**config.mk**
```make
export PLATFORM = sky130hd
export DESIGN_NAME = timer_block
export DESIGN_NICKNAME = d
export VERILOG_FILES = /design/src/timer_block_pkg.sv /design/src/timer_block.sv
export VERILOG_INCLUDE_DIRS = /design/src
export SDC_FILE = /design/constraint.sdc
export NUM_CORES = 1
export LEC_CHECK = 0
export BUFFER_PORTS_ARGS = -buffer_cell sky130_fd_sc_hd__buf_2
export CAP_MARGIN = 15
export CORE_UTILIZATION = 26
export DETAILED_ROUTE_END_ITERATION = 10
export PLACE_DENSITY = 0.56
export SETUP_SLACK_MARGIN = 0.05
export SLEW_MARGIN = 20
export SYNTH_ARGS = -nofsm -noshare
export SYNTH_HDL_FRONTEND = slang
export SYNTH_SLANG_ARGS = --single-unit
```
**constraint.sdc**
```tcl
create_clock -name clk -period 5.45 [get_ports clk]
set_input_delay 1.09 -clock clk [delete_from_list [all_inputs] [get_ports clk]]
set_output_delay 1.09 -clock clk [all_outputs]
set_load 0.02 [all_outputs]
```
**src/timer_block_defs.svh**
```systemverilog
// register map, field positions and reset values of the timer channel block
// Function
// - enabled compare match or capture strobe inverts the output flip-flop
// - output flip-flop level after reset must not be relied on
// - init field write: 01 sets, 10 clears, 00 inverts the flip-flop
// - flip-flop value is driven to the timer output pin
// - run bit 7 enables double buffering of compare register zero
// - run bit 3 keeps the timer running during idle low-power state
// - run bit 2 runs or stops the channel prescaler
// - run bit 0 lets counter count; cleared stops and clears it
// - run bits 1, 4 and 5 hold no function on read
// - writing 0 to mode bit 5 captures counter into capture register 0
// - code 10 uses rise/fall of input 0, code 11 of other timer
// - fourth channel has no pins: codes 01 and 10 leave capture disabled
// - mode bit 2 clears counter on compare-1 match, else free running
// - mode bits 1:0 select counter clock: pin, fine, div4, div16 tap
// - software capture into register 0 also counts as capture-0 toggle
// - both match-toggle enables set invert on compare-0 and compare-1
// - each comparator match raises its own interrupt request
`ifndef TIMER_BLOCK_DEFS_SVH
`define TIMER_BLOCK_DEFS_SVH
// printed register indices; byte address is four times the index
`define CH0_RUN_IDX 32'hFFFFF180
`define CH0_MOD_IDX 32'hFFFFF182
`define CH1_RUN_IDX 32'hFFFFF190
`define CH1_MOD_IDX 32'hFFFFF192
`define CH2_RUN_IDX 32'hFFFFF1A0
`define CH2_MOD_IDX 32'hFFFFF1A2
`define CH3_RUN_IDX 32'hFFFFF1B0
`define CH3_MOD_IDX 32'hFFFFF1B2
// index decode: idx[11:6] block, idx[5:4] channel, idx[3:0] register
`define BLK_IDX 6'h06
`define SUB_RUN 4'h0
`define SUB_MOD 4'h2
`define SUB_FFC 4'h4
`define SUB_STA 4'h6
// run register fields
`define RUN_DBUF 7
`define RUN_RSV6 6
`define RUN_IDLE 3
`define RUN_PRESC 2
`define RUN_RUN 0
`define RUN_RST 8'h00
// mode register fields
`define MOD_HI 7:6
`define MOD_SOFT 5
`define MOD_CPM 4:3
`define MOD_CLE 2
`define MOD_CLK 1:0
`define MOD_RST 8'h20
// flop control register fields
`define FFC_EN 5:2
`define FFC_CMD 1:0
`define FFC_EN_RST 4'h0
// axi responses
`define RESP_OKAY 2'h0
`define RESP_SLVERR 2'h2
`endif

```
**src/timer_block_pkg.sv**
```systemverilog
// types shared by the timer channel block
`default_nettype none
package timer_block_pkg;
  typedef enum logic [1:0] {
    CAP_OFF = 2'b00,
    CAP_PINS = 2'b01,
    CAP_IN0 = 2'b10,
    CAP_OTHER = 2'b11
  } capture_mode_t;
  typedef enum logic [1:0] {
    CLK_PIN = 2'b00,
    CLK_FINE = 2'b01,
    CLK_DIV4 = 2'b10,
    CLK_DIV16 = 2'b11
  } clock_sel_t;
  typedef enum logic [1:0] {
    FF_INVERT = 2'b00,
    FF_SET = 2'b01,
    FF_CLEAR = 2'b10,
    FF_KEEP = 2'b11
  } flop_cmd_t;
endpackage : timer_block_pkg
`default_nettype wire

```
**src/timer_block.sv**
```systemverilog
// four timer channel control slices behind an axi4-lite register slave
//
// Added by the designer: the AXI4-Lite slave port.
`timescale 1ns/1ps
`default_nettype none
`include "timer_block_defs.svh"

module timer_channel import timer_block_pkg::*; #(
  parameter bit HAS_PINS = 1'b1
) (
  // clock and reset
  input wire logic clk,
  input wire logic reset,
  // register writes
  input wire logic wrRun,
  input wire logic wrMode,
  input wire logic wrFfc,
  input wire logic [7:0] wrData,
  // event sources
  input wire logic inZero,
  input wire logic inOne,
  input wire logic otherOut,
  input wire logic match0,
  input wire logic match1,
  input wire logic tapFine,
  input wire logic tapDiv4,
  input wire logic tapDiv16,
  input wire logic idleMode,
  // register views
  output logic [7:0] runView,
  output logic [7:0] modeView,
  output logic [7:0] ffcView,
  // control outputs
  output logic outPin,
  output logic dbufEnable,
  output logic prescRun,
  output logic countRun,
  output logic countClear,
  output logic countTick,
  output logic capture0,
  output logic capture1,
  output logic match0Irq,
  output logic match1Irq
);
  logic dbuf_q, rsv6_q, idle_q, presc_q, run_q;
  logic [1:0] modeHi_q;
  capture_mode_t capSel_q;
  logic clrMatch_q;
  clock_sel_t clkSel_q;
  logic [3:0] ffEn_q;
  logic flop_q;
  logic in0Prev_q, in1Prev_q, othPrev_q;
  logic softCap, trig0, trig1, tickSel, toggle;
  flop_cmd_t cmd;

  // run register; bit 6 stored as written, software keeps it 0
  always_ff @(posedge clk) begin
    if (reset) begin
      {dbuf_q, rsv6_q, idle_q, presc_q, run_q} <= 5'h00;
    end else if (wrRun) begin
      dbuf_q <= wrData[`RUN_DBUF];
      rsv6_q <= wrData[`RUN_RSV6];
      idle_q <= wrData[`RUN_IDLE];
      presc_q <= wrData[`RUN_PRESC];
      run_q <= wrData[`RUN_RUN];
    end
  end

  // mode register; soft capture bit is a command, not stored
  always_ff @(posedge clk) begin
    if (reset) begin
      modeHi_q <= 2'h0;
      capSel_q <= CAP_OFF;
      clrMatch_q <= 1'b0;
      clkSel_q <= CLK_PIN;
    end else if (wrMode) begin
      modeHi_q <= wrData[`MOD_HI];
      capSel_q <= capture_mode_t'(wrData[`MOD_CPM]);
      clrMatch_q <= wrData[`MOD_CLE];
      clkSel_q <= clock_sel_t'(wrData[`MOD_CLK]);
    end
  end

  // toggle enables of the flop control register
  always_ff @(posedge clk) begin
    if (reset) begin
      ffEn_q <= `FFC_EN_RST;
    end else if (wrFfc) begin
      ffEn_q <= wrData[`FFC_EN];
    end
  end

  // previous input levels for edge detection
  always_ff @(posedge clk) begin
    if (reset) begin
      {in0Prev_q, in1Prev_q, othPrev_q} <= 3'h0;
    end else begin
      in0Prev_q <= inZero;
      in1Prev_q <= inOne;
      othPrev_q <= otherOut;
    end
  end

  // capture trigger decode; pinless channel ignores pin codes
  always_comb begin
    softCap = wrMode & ~wrData[`MOD_SOFT];
    trig0 = 1'b0;
    trig1 = 1'b0;
    case (capSel_q)
      CAP_OFF: trig0 = 1'b0;
      CAP_PINS: begin
        trig0 = HAS_PINS & inZero & ~in0Prev_q;
        trig1 = HAS_PINS & inOne & ~in1Prev_q;
      end
      CAP_IN0: begin
        trig0 = HAS_PINS & inZero & ~in0Prev_q;
        trig1 = HAS_PINS & ~inZero & in0Prev_q;
      end
      CAP_OTHER: begin
        trig0 = otherOut & ~othPrev_q;
        trig1 = ~otherOut & othPrev_q;
      end
      default: trig0 = 1'b0;
    endcase
  end

  // count clock select, gated by run and idle hold
  always_comb begin
    case (clkSel_q)
      CLK_PIN: tickSel = HAS_PINS & inZero & ~in0Prev_q;
      CLK_FINE: tickSel = tapFine;
      CLK_DIV4: tickSel = tapDiv4;
      CLK_DIV16: tickSel = tapDiv16;
      default: tickSel = 1'b0;
    endcase
  end

  // each enabled event inverts once; simultaneous events cancel pairwise
  always_comb begin
    toggle = (ffEn_q[0] & match0) ^ (ffEn_q[1] & match1)
      ^ (ffEn_q[2] & (trig0 | softCap)) ^ (ffEn_q[3] & trig1);
    cmd = wrFfc ? flop_cmd_t'(wrData[`FFC_CMD]) : FF_KEEP;
  end

  // output flop; forced to 0 at reset only to keep the pin defined
  always_ff @(posedge clk) begin
    if (reset) begin
      flop_q <= 1'b0;
    end else begin
      case (cmd)
        FF_SET: flop_q <= 1'b1;
        FF_CLEAR: flop_q <= 1'b0;
        FF_INVERT: flop_q <= ~flop_q ^ toggle;
        FF_KEEP: flop_q <= flop_q ^ toggle;
        default: flop_q <= flop_q;
      endcase
    end
  end

  // registered control outputs, one cycle behind their causes
  always_ff @(posedge clk) begin
    if (reset) begin
      countClear <= 1'b1;
      countTick <= 1'b0;
      capture0 <= 1'b0;
      capture1 <= 1'b0;
      match0Irq <= 1'b0;
      match1Irq <= 1'b0;
    end else begin
      countClear <= ~run_q | (clrMatch_q & match1);
      countTick <= run_q & tickSel & (idle_q | ~idleMode);
      capture0 <= trig0 | softCap;
      capture1 <= trig1;
      match0Irq <= match0;
      match1Irq <= match1;
    end
  end

  // views and level outputs taken from the stored registers
  always_comb begin
    runView = {dbuf_q, rsv6_q, 2'b00, idle_q, presc_q, 1'b0, run_q};
    modeView = {modeHi_q, 1'b1, capSel_q, clrMatch_q, clkSel_q};
    ffcView = {2'b11, ffEn_q, 2'b11};
    outPin = flop_q;
    dbufEnable = dbuf_q;
    prescRun = presc_q;
    countRun = run_q;
  end

  property p_set;
    @(posedge clk) disable iff (reset) (wrFfc && wrData[`FFC_CMD] == FF_SET) |=> flop_q;
  endproperty
  a_set: assert property (p_set) else $error("flop not set");
  property p_clear;
    @(posedge clk) disable iff (reset) (wrFfc && wrData[`FFC_CMD] == FF_CLEAR) |=> !flop_q;
  endproperty
  a_clear: assert property (p_clear) else $error("flop not cleared");
  property p_match_toggle;
    @(posedge clk) disable iff (reset)
      (!wrFfc && ffEn_q[0] && match0 && !match1 && !capture0 && !trig0 && !trig1 && !softCap)
      |=> flop_q != $past(flop_q);
  endproperty
  a_match_toggle: assert property (p_match_toggle) else $error("match did not toggle");
  property p_hold;
    @(posedge clk) disable iff (reset) (!wrFfc && !toggle) |=> $stable(flop_q);
  endproperty
  a_hold: assert property (p_hold) else $error("flop changed without cause");
  property p_stop_clear;
    @(posedge clk) disable iff (reset) (wrRun && !wrData[`RUN_RUN]) |=> ##1 (countClear && !countTick);
  endproperty
  a_stop_clear: assert property (p_stop_clear) else $error("stopped counter not cleared");
  property p_match_clear;
    @(posedge clk) disable iff (reset) (clrMatch_q && match1) |=> countClear;
  endproperty
  a_match_clear: assert property (p_match_clear) else $error("no clear on match");
  property p_soft;
    @(posedge clk) disable iff (reset) (wrMode && !wrData[`MOD_SOFT]) |=> capture0;
  endproperty
  a_soft: assert property (p_soft) else $error("soft capture missing");
  property p_fall;
    @(posedge clk) disable iff (reset)
      (HAS_PINS && capSel_q == CAP_IN0 && $fell(inZero)) |=> capture1;
  endproperty
  a_fall: assert property (p_fall) else $error("falling capture missing");
  property p_nopins;
    @(posedge clk) disable iff (reset)
      (!HAS_PINS && (capSel_q == CAP_PINS || capSel_q == CAP_IN0) && !softCap) |=> !capture0 && !capture1;
  endproperty
  a_nopins: assert property (p_nopins) else $error("pinless capture fired");
  property p_irq;
    @(posedge clk) disable iff (reset) match0 |=> match0Irq ##0 $past(match0);
  endproperty
  a_irq: assert property (p_irq) else $error("match irq missing");
endmodule : timer_channel

module timer_block import timer_block_pkg::*; #(
  parameter int CHANNELS = 4
) (
  // clock and reset
  input wire logic clk,
  input wire logic reset,
  // axi4-lite write
  input wire logic [31:0] awaddr,
  input wire logic awvalid,
  output logic awready,
  input wire logic [31:0] wdata,
  input wire logic [3:0] wstrb,
  input wire logic wvalid,
  output logic wready,
  output logic [1:0] bresp,
  output logic bvalid,
  input wire logic bready,
  // axi4-lite read
  input wire logic [31:0] araddr,
  input wire logic arvalid,
  output logic arready,
  output logic [31:0] rdata,
  output logic [1:0] rresp,
  output logic rvalid,
  input wire logic rready,
  // event inputs, per channel except the shared otherTimerOut and idleMode
  input wire logic [3:0] inZero,
  input wire logic [3:0] inOne,
  input wire logic otherTimerOut,
  input wire logic [3:0] match0,
  input wire logic [3:0] match1,
  input wire logic [3:0] tapFine,
  input wire logic [3:0] tapDiv4,
  input wire logic [3:0] tapDiv16,
  input wire logic idleMode,
  // per-channel outputs
  output logic [3:0] timerOutPin,
  output logic [3:0] dbufEnable,
  output logic [3:0] prescRun,
  output logic [3:0] countRun,
  output logic [3:0] countClear,
  output logic [3:0] countTick,
  output logic [3:0] capture0,
  output logic [3:0] capture1,
  output logic [3:0] match0Irq,
  output logic [3:0] match1Irq
);
  logic awHeld_q, wHeld_q;
  logic [13:0] awAddr_q;
  logic [7:0] wByte_q, rdByte;
  logic wLane_q;
  logic doWrite, wrHit, rdHit;
  logic [3:0] wrRun, wrMode, wrFfc;
  logic [7:0] runView [4];
  logic [7:0] modeView [4];
  logic [7:0] ffcView [4];

  if (CHANNELS != 4) begin : g_check
    $error("timer_block serves exactly four channels");
  end

  // write channels taken independently, answered once both are held
  always_ff @(posedge clk) begin
    if (reset) begin
      awHeld_q <= 1'b0;
      wHeld_q <= 1'b0;
      awAddr_q <= 14'h0000;
      wByte_q <= 8'h00;
      wLane_q <= 1'b0;
      awready <= 1'b1;
      wready <= 1'b1;
      bvalid <= 1'b0;
      bresp <= `RESP_OKAY;
    end else begin
      if (awvalid && awready) begin
        awHeld_q <= 1'b1;
        awAddr_q <= awaddr[13:0];
        awready <= 1'b0;
      end
      if (wvalid && wready) begin
        wHeld_q <= 1'b1;
        wByte_q <= wdata[7:0];
        wLane_q <= wstrb[0];
        wready <= 1'b0;
      end
      if (doWrite) begin
        awHeld_q <= 1'b0;
        wHeld_q <= 1'b0;
        bvalid <= 1'b1;
        bresp <= wrHit ? `RESP_OKAY : `RESP_SLVERR;
      end
      if (bvalid && bready) begin
        bvalid <= 1'b0;
        awready <= 1'b1;
        wready <= 1'b1;
      end
    end
  end

  // write decode; a write with lane 0 off changes nothing
  always_comb begin
    doWrite = awHeld_q & wHeld_q & ~bvalid;
    wrHit = awAddr_q[13:8] == `BLK_IDX &&
      (awAddr_q[5:2] == `SUB_RUN || awAddr_q[5:2] == `SUB_MOD || awAddr_q[5:2] == `SUB_FFC ||
       awAddr_q[5:2] == `SUB_STA);
    for (int i = 0; i < 4; i++) begin
      wrRun[i] = doWrite && wLane_q && wrHit && awAddr_q[7:6] == 2'(i) && awAddr_q[5:2] == `SUB_RUN;
      wrMode[i] = doWrite && wLane_q && wrHit && awAddr_q[7:6] == 2'(i) && awAddr_q[5:2] == `SUB_MOD;
      wrFfc[i] = doWrite && wLane_q && wrHit && awAddr_q[7:6] == 2'(i) && awAddr_q[5:2] == `SUB_FFC;
    end
  end

  // read mux over the addressed channel
  always_comb begin
    rdHit = araddr[13:8] == `BLK_IDX;
    case (araddr[5:2])
      `SUB_RUN: rdByte = runView[araddr[7:6]];
      `SUB_MOD: rdByte = modeView[araddr[7:6]];
      `SUB_FFC: rdByte = ffcView[araddr[7:6]];
      `SUB_STA: rdByte = {7'h00, timerOutPin[araddr[7:6]]};
      default: begin
        rdByte = 8'h00;
        rdHit = 1'b0;
      end
    endcase
  end

  // read answer one cycle after the address is taken
  always_ff @(posedge clk) begin
    if (reset) begin
      arready <= 1'b1;
      rvalid <= 1'b0;
      rdata <= 32'h00000000;
      rresp <= `RESP_OKAY;
    end else if (arvalid && arready) begin
      arready <= 1'b0;
      rvalid <= 1'b1;
      rdata <= {24'h000000, rdHit ? rdByte : 8'h00};
      rresp <= rdHit ? `RESP_OKAY : `RESP_SLVERR;
    end else if (rvalid && rready) begin
      rvalid <= 1'b0;
      arready <= 1'b1;
    end
  end

  // identical slices; the last one has no capture pins
  for (genvar i = 0; i < 4; i++) begin : g_chan
    timer_channel #(.HAS_PINS(i != 3)) u_chan (
      .clk(clk), .reset(reset),
      .wrRun(wrRun[i]), .wrMode(wrMode[i]),
      .wrFfc(wrFfc[i]), .wrData(wByte_q),
      .inZero(inZero[i]), .inOne(inOne[i]),
      .otherOut(otherTimerOut), .match0(match0[i]),
      .match1(match1[i]), .tapFine(tapFine[i]),
      .tapDiv4(tapDiv4[i]), .tapDiv16(tapDiv16[i]),
      .idleMode(idleMode), .runView(runView[i]),
      .modeView(modeView[i]), .ffcView(ffcView[i]),
      .outPin(timerOutPin[i]), .dbufEnable(dbufEnable[i]),
      .prescRun(prescRun[i]), .countRun(countRun[i]),
      .countClear(countClear[i]), .countTick(countTick[i]),
      .capture0(capture0[i]), .capture1(capture1[i]),
      .match0Irq(match0Irq[i]), .match1Irq(match1Irq[i])
    );
  end
endmodule : timer_block
`default_nettype wire

```
==> results of run 1 <==
[sequential cells by signal (all words and copies together), names as in the netlist, 8 cells and up]
signal / count
awAddr_q: 12
g_chan.u_chan.capSel_q: 8
g_chan.u_chan.clkSel_q: 8
g_chan.u_chan.ffEn_q: 16
g_chan.u_chan.modeHi_q: 8
rdata: 8
wByte_q: 8
[cell usage in the layout (no fill, tap or decap), types with 3 or more instances in the layout]
| cell | count |
|---|---|
| a211oi_1 | 10 |
| a21oi_1 | 73 |
| a22oi_1 | 6 |
| a311oi_1 | 4 |
| a32oi_1 | 4 |
| and2_1 | 6 |
| buf_2 | 121 |
| buf_4 | 8 |
| bufinv_16 | 3 |
| clkbuf_1 | 6 |
| clkbuf_16 | 17 |
| conb_1 | 26 |
| dfxtp_1 | 137 |
| ha_1 | 20 |
| inv_1 | 28 |
| mux2i_1 | 33 |
| mux4_2 | 17 |
| nand2_1 | 115 |
| nand2b_1 | 6 |
| nand3_1 | 34 |
| nand3b_1 | 8 |
| nor2_1 | 53 |
| nor2b_1 | 27 |
| nor3_1 | 4 |
| nor3b_1 | 3 |
| nor4_1 | 3 |
| nor4bb_1 | 4 |
| o21ai_0 | 9 |
| o311ai_0 | 3 |
| or2_2 | 3 |
| xnor2_1 | 8 |
| xnor3_1 | 4 |
| xor2_1 | 3 |
[how the worst min path moves through the flow]
| stage | end | slack, ns |
|---|---|---|
| finish | g_chan[3].u_chan.rsv6_q | 0.45 |
| global placement | g_chan[0].u_chan.rsv6_q | 0.44 |
| floorplan | g_chan[0].u_chan.countClear | 0.43 |
| detailed placement | rdata[7] | 0.45 |
| CTS | rdata[3] | 0.46 |
| global route | rdata[7] | 0.47 |
[worst register-to-register path, delay by kind of cell, from the launching register on]
kind                       cells  cell delay (ns)
and+or+nand+nor                6             1.76
xor gates and xnor gates       2             0.58
DFF                            1             0.31
buffers and inverters          2             0.30
adders and majority gates      1             0.20
[synth_stat cells, drive strengths merged]
| library cell | n |
|---|---|
| a211oi | 11 |
| a21o | 2 |
| a21oi | 73 |
| a22o | 1 |
| a22oi | 6 |
| a311oi | 4 |
| a32oi | 4 |
| and2 | 6 |
| and3 | 1 |
| and3b | 1 |
| buf | 74 |
| clkbuf | 31 |
| conb | 1 |
| dfxtp | 137 |
| ha | 20 |
| inv | 28 |
| mux2i | 33 |
| mux4 | 17 |
| nand2 | 115 |
| nand2b | 6 |
| nand3 | 34 |
| nand3b | 8 |
| nand4 | 2 |
| nand4b | 2 |
| nor2 | 53 |
| nor2b | 27 |
| nor3 | 4 |
| nor3b | 3 |
| nor4 | 4 |
| nor4b | 3 |
| nor4bb | 4 |
| o211ai | 1 |
| o21ai | 9 |
| o21bai | 1 |
| o22a | 1 |
| o311ai | 3 |
| o31ai | 1 |
| o32ai | 2 |
| o41ai | 1 |
| or2 | 3 |
| or4 | 4 |
| xnor2 | 8 |
| xnor3 | 4 |
| xor2 | 3 |
[cell type report]
type / count / area [um^2]
sequential: 137 / 2740
clock buffer: 25 / 475
multi-input combinational: 511 / 3330
timing repair buffer: 129 / 666
tap: 330 / 413
inverter: 28 / 105
fill: 2722 / 17400
clock inverter: 7 / 116
antenna: 1 / 2.50
[metrics by stage]
step,cell area [um^2],cells,util (%),power (mW),worst slack (ns)
final,7850,1168,31.1,2.37,2.21
after global routing,7850,1167,31.1,2.46,1.85
after CTS,7850,1167,31.1,2.39,2.20
after detailed placement,7250,1135,28.7,1.21,2.22
after global placement,7250,1135,28.7,1.21,2.24
after floorplan,6810,781,-,1.17,2.42
[layer usage]
layer | up-vias | wire length, um | GRT usage, %
li1 | 2639 | - | -
met1 | 2519 | 8500 | 19.4
met2 | 160 | 8940 | 23.5
met3 | 17 | 1010 | 3.21
met4 | 0 | 289 | 4.55
met5 | - | 0 | 0
[logic make-up (layout without fill, tap and decap cells)]
| group | after synthesis | after routing | synth area share [%] |
|---|---|---|---|
| AO/OA/AOI/OAI | 120 | 120 | 10.8 |
| XOR/XNOR | 15 | 15 | 2.77 |
| adder cells (fa/ha/maj) | 20 | 20 | 3.72 |
| buffers and inverters | 133 | 189 | 11.2 |
| flip-flops | 137 | 137 | 40.8 |
| multiplexers | 50 | 50 | 10.6 |
| other | 1 | 27 | 0.0558 |
| AND/OR/NAND/NOR | 280 | 280 | 19.9 |
[report_power, final]
part           leakage [nW]  total, mW  switching (mW)  internal, mW
logic                  1.79      0.139          0.0907        0.0487
clock network         0.285       1.18           0.437         0.744
registers              1.11       1.05          0.0254          1.02
==> metrics.cfg, run 1 <==
[status]
status = complete, no violations

[grt]
grt_start_max_net_pins = 91
grt_pass1_wl_um = 29300
gr-total-overflow = 0
grt_use_total_pct = 14.6
grt_antenna_before_repair = 1
first_global_vias = 5126

[timing]
fin_setup_tns_ns = 0
post-route-min-period_ns = 3.24
final_max_slew_viol_count = 0
slew_headroom_pct = 34.5
timing_hold_violations_final = 0
achievable-frequency_mhz = 308
setup_viol = 0
setup_repair_after_global_routing_missed_its_margin = no
hold_slack_ns = 0.453
final_min_period_over_clock_period_pct = 59.5
fin_worst_skew_ns = 0.0127
tightestPinTransition_ns = 0.983

[flow_run]
maxCapViolations = 0

[yosys]
synth_area_um2 = 6720
yosys_register_bits = 137
netlist_instances = 756
yosys_warnings = 0
syn_avg_cell_area_um2 = 8.89
seq_total_area_yosys_pct = 40.8
netlist.area_leader.share_pct = 40.8
synth_largest_area_cell = dfxtp_1
synth_cell_type_count = 48
synth_top_cells_by_area = dfxtp_1, buf_4, nand2_1

[worst_setup_path]
crit_path_max_incr_delay_ns = 0.58
critPathArrivalTime_ns = 3.56
crit_end = g_chan[0].u_chan.outPin
worst-path-buf-inv = 2
cp_cell_sequence = or4_4, nor4_1, buf_4, and2_1, nor2b_1, inv_1, ha_1, xor2_1, xnor3_1, nor4_1, and3b_1
crit-reg2reg-capture = g_chan[0].u_chan.outPin
worstSetupPathDepth = 11
timing.rr.start = awAddr_q[11]
critPathLaunch = awAddr_q[11]
critPathLaunchType = flip-flop
timing.critical_path.fanout_max = 11
crit_path_end_kind = flip-flop
cp_top_family = simple AND/OR/NAND/NOR gates
worst-r2r-setup-slack_ns = 2.21
worstPathRequired_ns = 5.77
cp_slowest_cell = or4_4
timing.setup.critical_path_class = flip-flop to flip-flop
reg2regPathDepth = 11
cp_common_cell = nor4_1

[floorplanning]
die-width_um = 163
core_region_area_um2 = 25300
rows = 58
initial_utilization_pct = 26.6
die_y_um = 163
design.die.area_um2 = 26500
pin_count = 218

[detailed_routing]
detailed_router_s_first_iteration_violation_count = 367
route.final.wire_length_um = 18700
num_vias = 5335
drcViolationCount = 0
drt_first_pass_iters = 4
drt-vias-per-instance = 4.57
routed_wire_length_per_instance_um = 16.0
antenna_left = 0

[final_layout]
layout-drive-gt1-share_pct = 21.6
syn2layout_area_growth_pct = 16.8
nNetsFinal = 981

[clock_network]
clock_path_buffers = 2
cts_repair_resize_count = 0
tritoncts.num_buffers = 17
cts_hold_buf = 0
cts_tree = built
cts-htree-levels = 4
clk_pin_slew_ns = 0.06
insertion_delay_ns = 0.42
postCtsSetupBuffers = 0
cts_root_buffer = clkbuf_16
clkSinkCount = 137

[placement]
dp_hpwl_um = 13700
buffer_ports.inserted = 122
routabilityCongestion = 0.810

[min_path]
worstHoldPathType = flip-flop to flip-flop
hold_depth = 2
hold_start = g_chan[3].u_chan.rsv6_q

[power_and_ir_drop]
powerDensity_nw_per_um2 = 302
total_leakage_power_nw = 3.19
ir_worst_vdd_uv = 157

Power figures use the tool's default switching activity.
==> inputs of run 2 (changes only) <==
==> constraint.sdc (replaced) <==
create_clock -name clk -period 3.2 [get_ports clk]
set_input_delay 0.64 -clock clk [delete_from_list [all_inputs] [get_ports clk]]
set_output_delay 0.64 -clock clk [all_outputs]
set_load 0.02 [all_outputs]
==> run 2 against run 1 <==
- clock skew rose by 0.0037 ns
- critical path type unchanged
- core utilization is 0.32 points higher
- fmax rose by 5.3%
- largest cell class unchanged
==> metrics.cfg, run 2 (synthesis gave the netlist of run 1 again) <==
[status]
status = complete, no violations

[final_layout]
layout-drive-gt1-share_pct = 23.8
nNetsFinal = 990
most_common_cell_after_layout_fill_and_taps_aside = dfxtp_1
layout_common_cells = dfxtp_1, buf_2, nand2_1
largest_regs = g_chan.u_chan.ffEn_q x16, awAddr_q x12
final_design_area_no_fill_um2 = 7930
largest_reg_flops = 16
num-fill-cells = 2686
syn2layout_area_growth_pct = 18.0
top_register = g_chan.u_chan.ffEn_q

[timing]
timing_hold_violations_final = 0
achievable-frequency_mhz = 325
setup_repair_after_global_routing_missed_its_margin = yes
tightestPinTransition_ns = 0.624
setup_viol = 0
post-route-min-period_ns = 3.08
final_max_slew_viol_count = 0
fin_worst_skew_ns = 0.0164
slew_headroom_pct = 58.4
fin_setup_tns_ns = 0
final_min_period_over_clock_period_pct = 96.3

[worst_setup_path]
worstPathRequired_ns = 3.52
reg2regPathDepth = 11
critPathArrivalTime_ns = 3.40
worst-r2r-setup-slack_ns = 0.12
crit-reg2reg-capture = g_chan[0].u_chan.outPin
timing.critical_path.fanout_max = 6
timing.rr.start = awAddr_q[11]
crit_path_end_kind = flip-flop
timing.setup.critical_path_class = flip-flop to flip-flop
critPathLaunchType = flip-flop

[placement]
dp_hpwl_um = 13800
buffer_ports.inserted = 122
routabilityCongestion = 0.842
placement.cell_area_um2 = 7320

[grt]
grt_start_max_net_pins = 53
grt_pass1_wl_um = 28600
gr-total-overflow = 0
first_global_vias = 5037
grt_use_total_pct = 14.3
grt_antenna_before_repair = 1

[clock_network]
cts_tree = built
clock_path_buffers = 2
cts-htree-levels = 4
cts_hold_buf = 0
insertion_delay_ns = 0.44
tritoncts.num_buffers = 17
clkSinkCount = 137
cts_root_buffer = clkbuf_16
clk_pin_slew_ns = 0.07

[floorplanning]
core_region_area_um2 = 25300
die-width_um = 163
pin_count = 218
initial_utilization_pct = 26.6
rows = 58
die_y_um = 163
design.die.area_um2 = 26500

[min_path]
hold_end = awready
hold_start = awvalid
worstHoldPathType = input pin to flip-flop
hold_depth = 2

[power_and_ir_drop]
total_power_mw = 3.96
total_leakage_power_nw = 3.24
ir_worst_vdd_uv = 298
powerDensity_nw_per_um2 = 500

[detailed_routing]
drt-vias-per-instance = 4.50
antenna_left = 0
drcViolationCount = 0
num_vias = 5300
drt_first_pass_iters = 5
route.final.wire_length_um = 18600
routed_wire_length_per_instance_um = 15.8
detailed_router_s_first_iteration_violation_count = 281

[flow_run]
maxCapViolations = 0

-- run 2: cell count changes in the layout (fill, tap and decap cells not counted), moves of 2 or more --
cell	before	now
clkbuf_8	2	0
nand2_2	0	2
nand2_1	115	113
clkbuf_1	6	0
clkinv_2	2	6
buf_4	8	16
clkinv_4	1	4
inv_6	0	2
-- run 2: stage by stage --
stage / hold WS [ns] / cells / setup slack [ns] / utilization [%]
final: 0.401 / 1177 / 0.119 / 31.4
after global routing: 0.417 / 1176 / 0.00264 / 31.4
after CTS: 0.390 / 1176 / 0.0619 / 31.3
after detailed placement: 0.445 / 1142 / 0.0300 / 29.0
after global placement: 0.442 / 1142 / 0.102 / 29.0
after floorplan: 0.432 / 781 / 0.168 / -
-- run 2: routing by layer --
| layer | GRT usage, % | routed length (um) | share of wire (%) |
|---|---|---|---|
| met2 | 22.7 | 8790 | 47 |
| met1 | 19.0 | 8450 | 45 |
| met3 | 3.16 | 1030 | 5.5 |
| met5 | 0 | 0 | 0 |
| met4 | 5.23 | 345 | 1.9 |
-- run 2: worst max path at each step --
stage	to	slack, ns	startpoint
2_1_floorplan	g_chan[3].u_chan.outPin	0.17	awAddr_q[11]
3_3_place_gp	g_chan[1].u_chan.outPin	0.10	awAddr_q[11]
3_5_place_dp	g_chan[1].u_chan.outPin	0.03	awAddr_q[11]
4_1_cts	g_chan[1].u_chan.outPin	0.06	awAddr_q[11]
5_1_grt	g_chan[1].u_chan.outPin	0.003	awAddr_q[11]
6_report	g_chan[0].u_chan.outPin	0.12	awAddr_q[11]
-- run 2: cell type report --
cell class              instances  area [um^2]  share of cell area [%]
flip-flops and latches        137         2740                    34.6
diodes                          1         2.50                  0.0316
repair buffers                138          746                    9.41
clock buffers                  17          425                    5.37
well taps                     330          413                    5.21
multi-input cells             511         3340                    42.2
inverters                      28          105                    1.33
clock inverters                15          150                    1.89
-- run 2: repair_timing --
item / CTS / global route
pin swaps: 0 / 2
endpoints found under the hold margin: 0 / 0
endpoints found under the setup margin: 3 / 4
cloned: 0 / 0
setup buffers: 2 / 0
gates resized for setup: 0 / 5
-- run 2: power breakdown --
group          switching, mW  total, mW  internal [mW]
sequential            0.0396       1.78           1.74
clock                  0.794       1.94           1.15
combinational          0.158      0.245         0.0864
-- run 2: worst max-delay path: stages (launching register included) --
cell and delay (ns):
dfxtp_1 0.31, or4_4 0.58, nor4_2 0.24, buf_4 0.19, and2_1 0.18, nor2b_2 0.21, inv_1 0.06, ha_1 0.21
xor2_1 0.15, xnor3_1 0.43, nor4_1 0.19, and3b_1 0.21
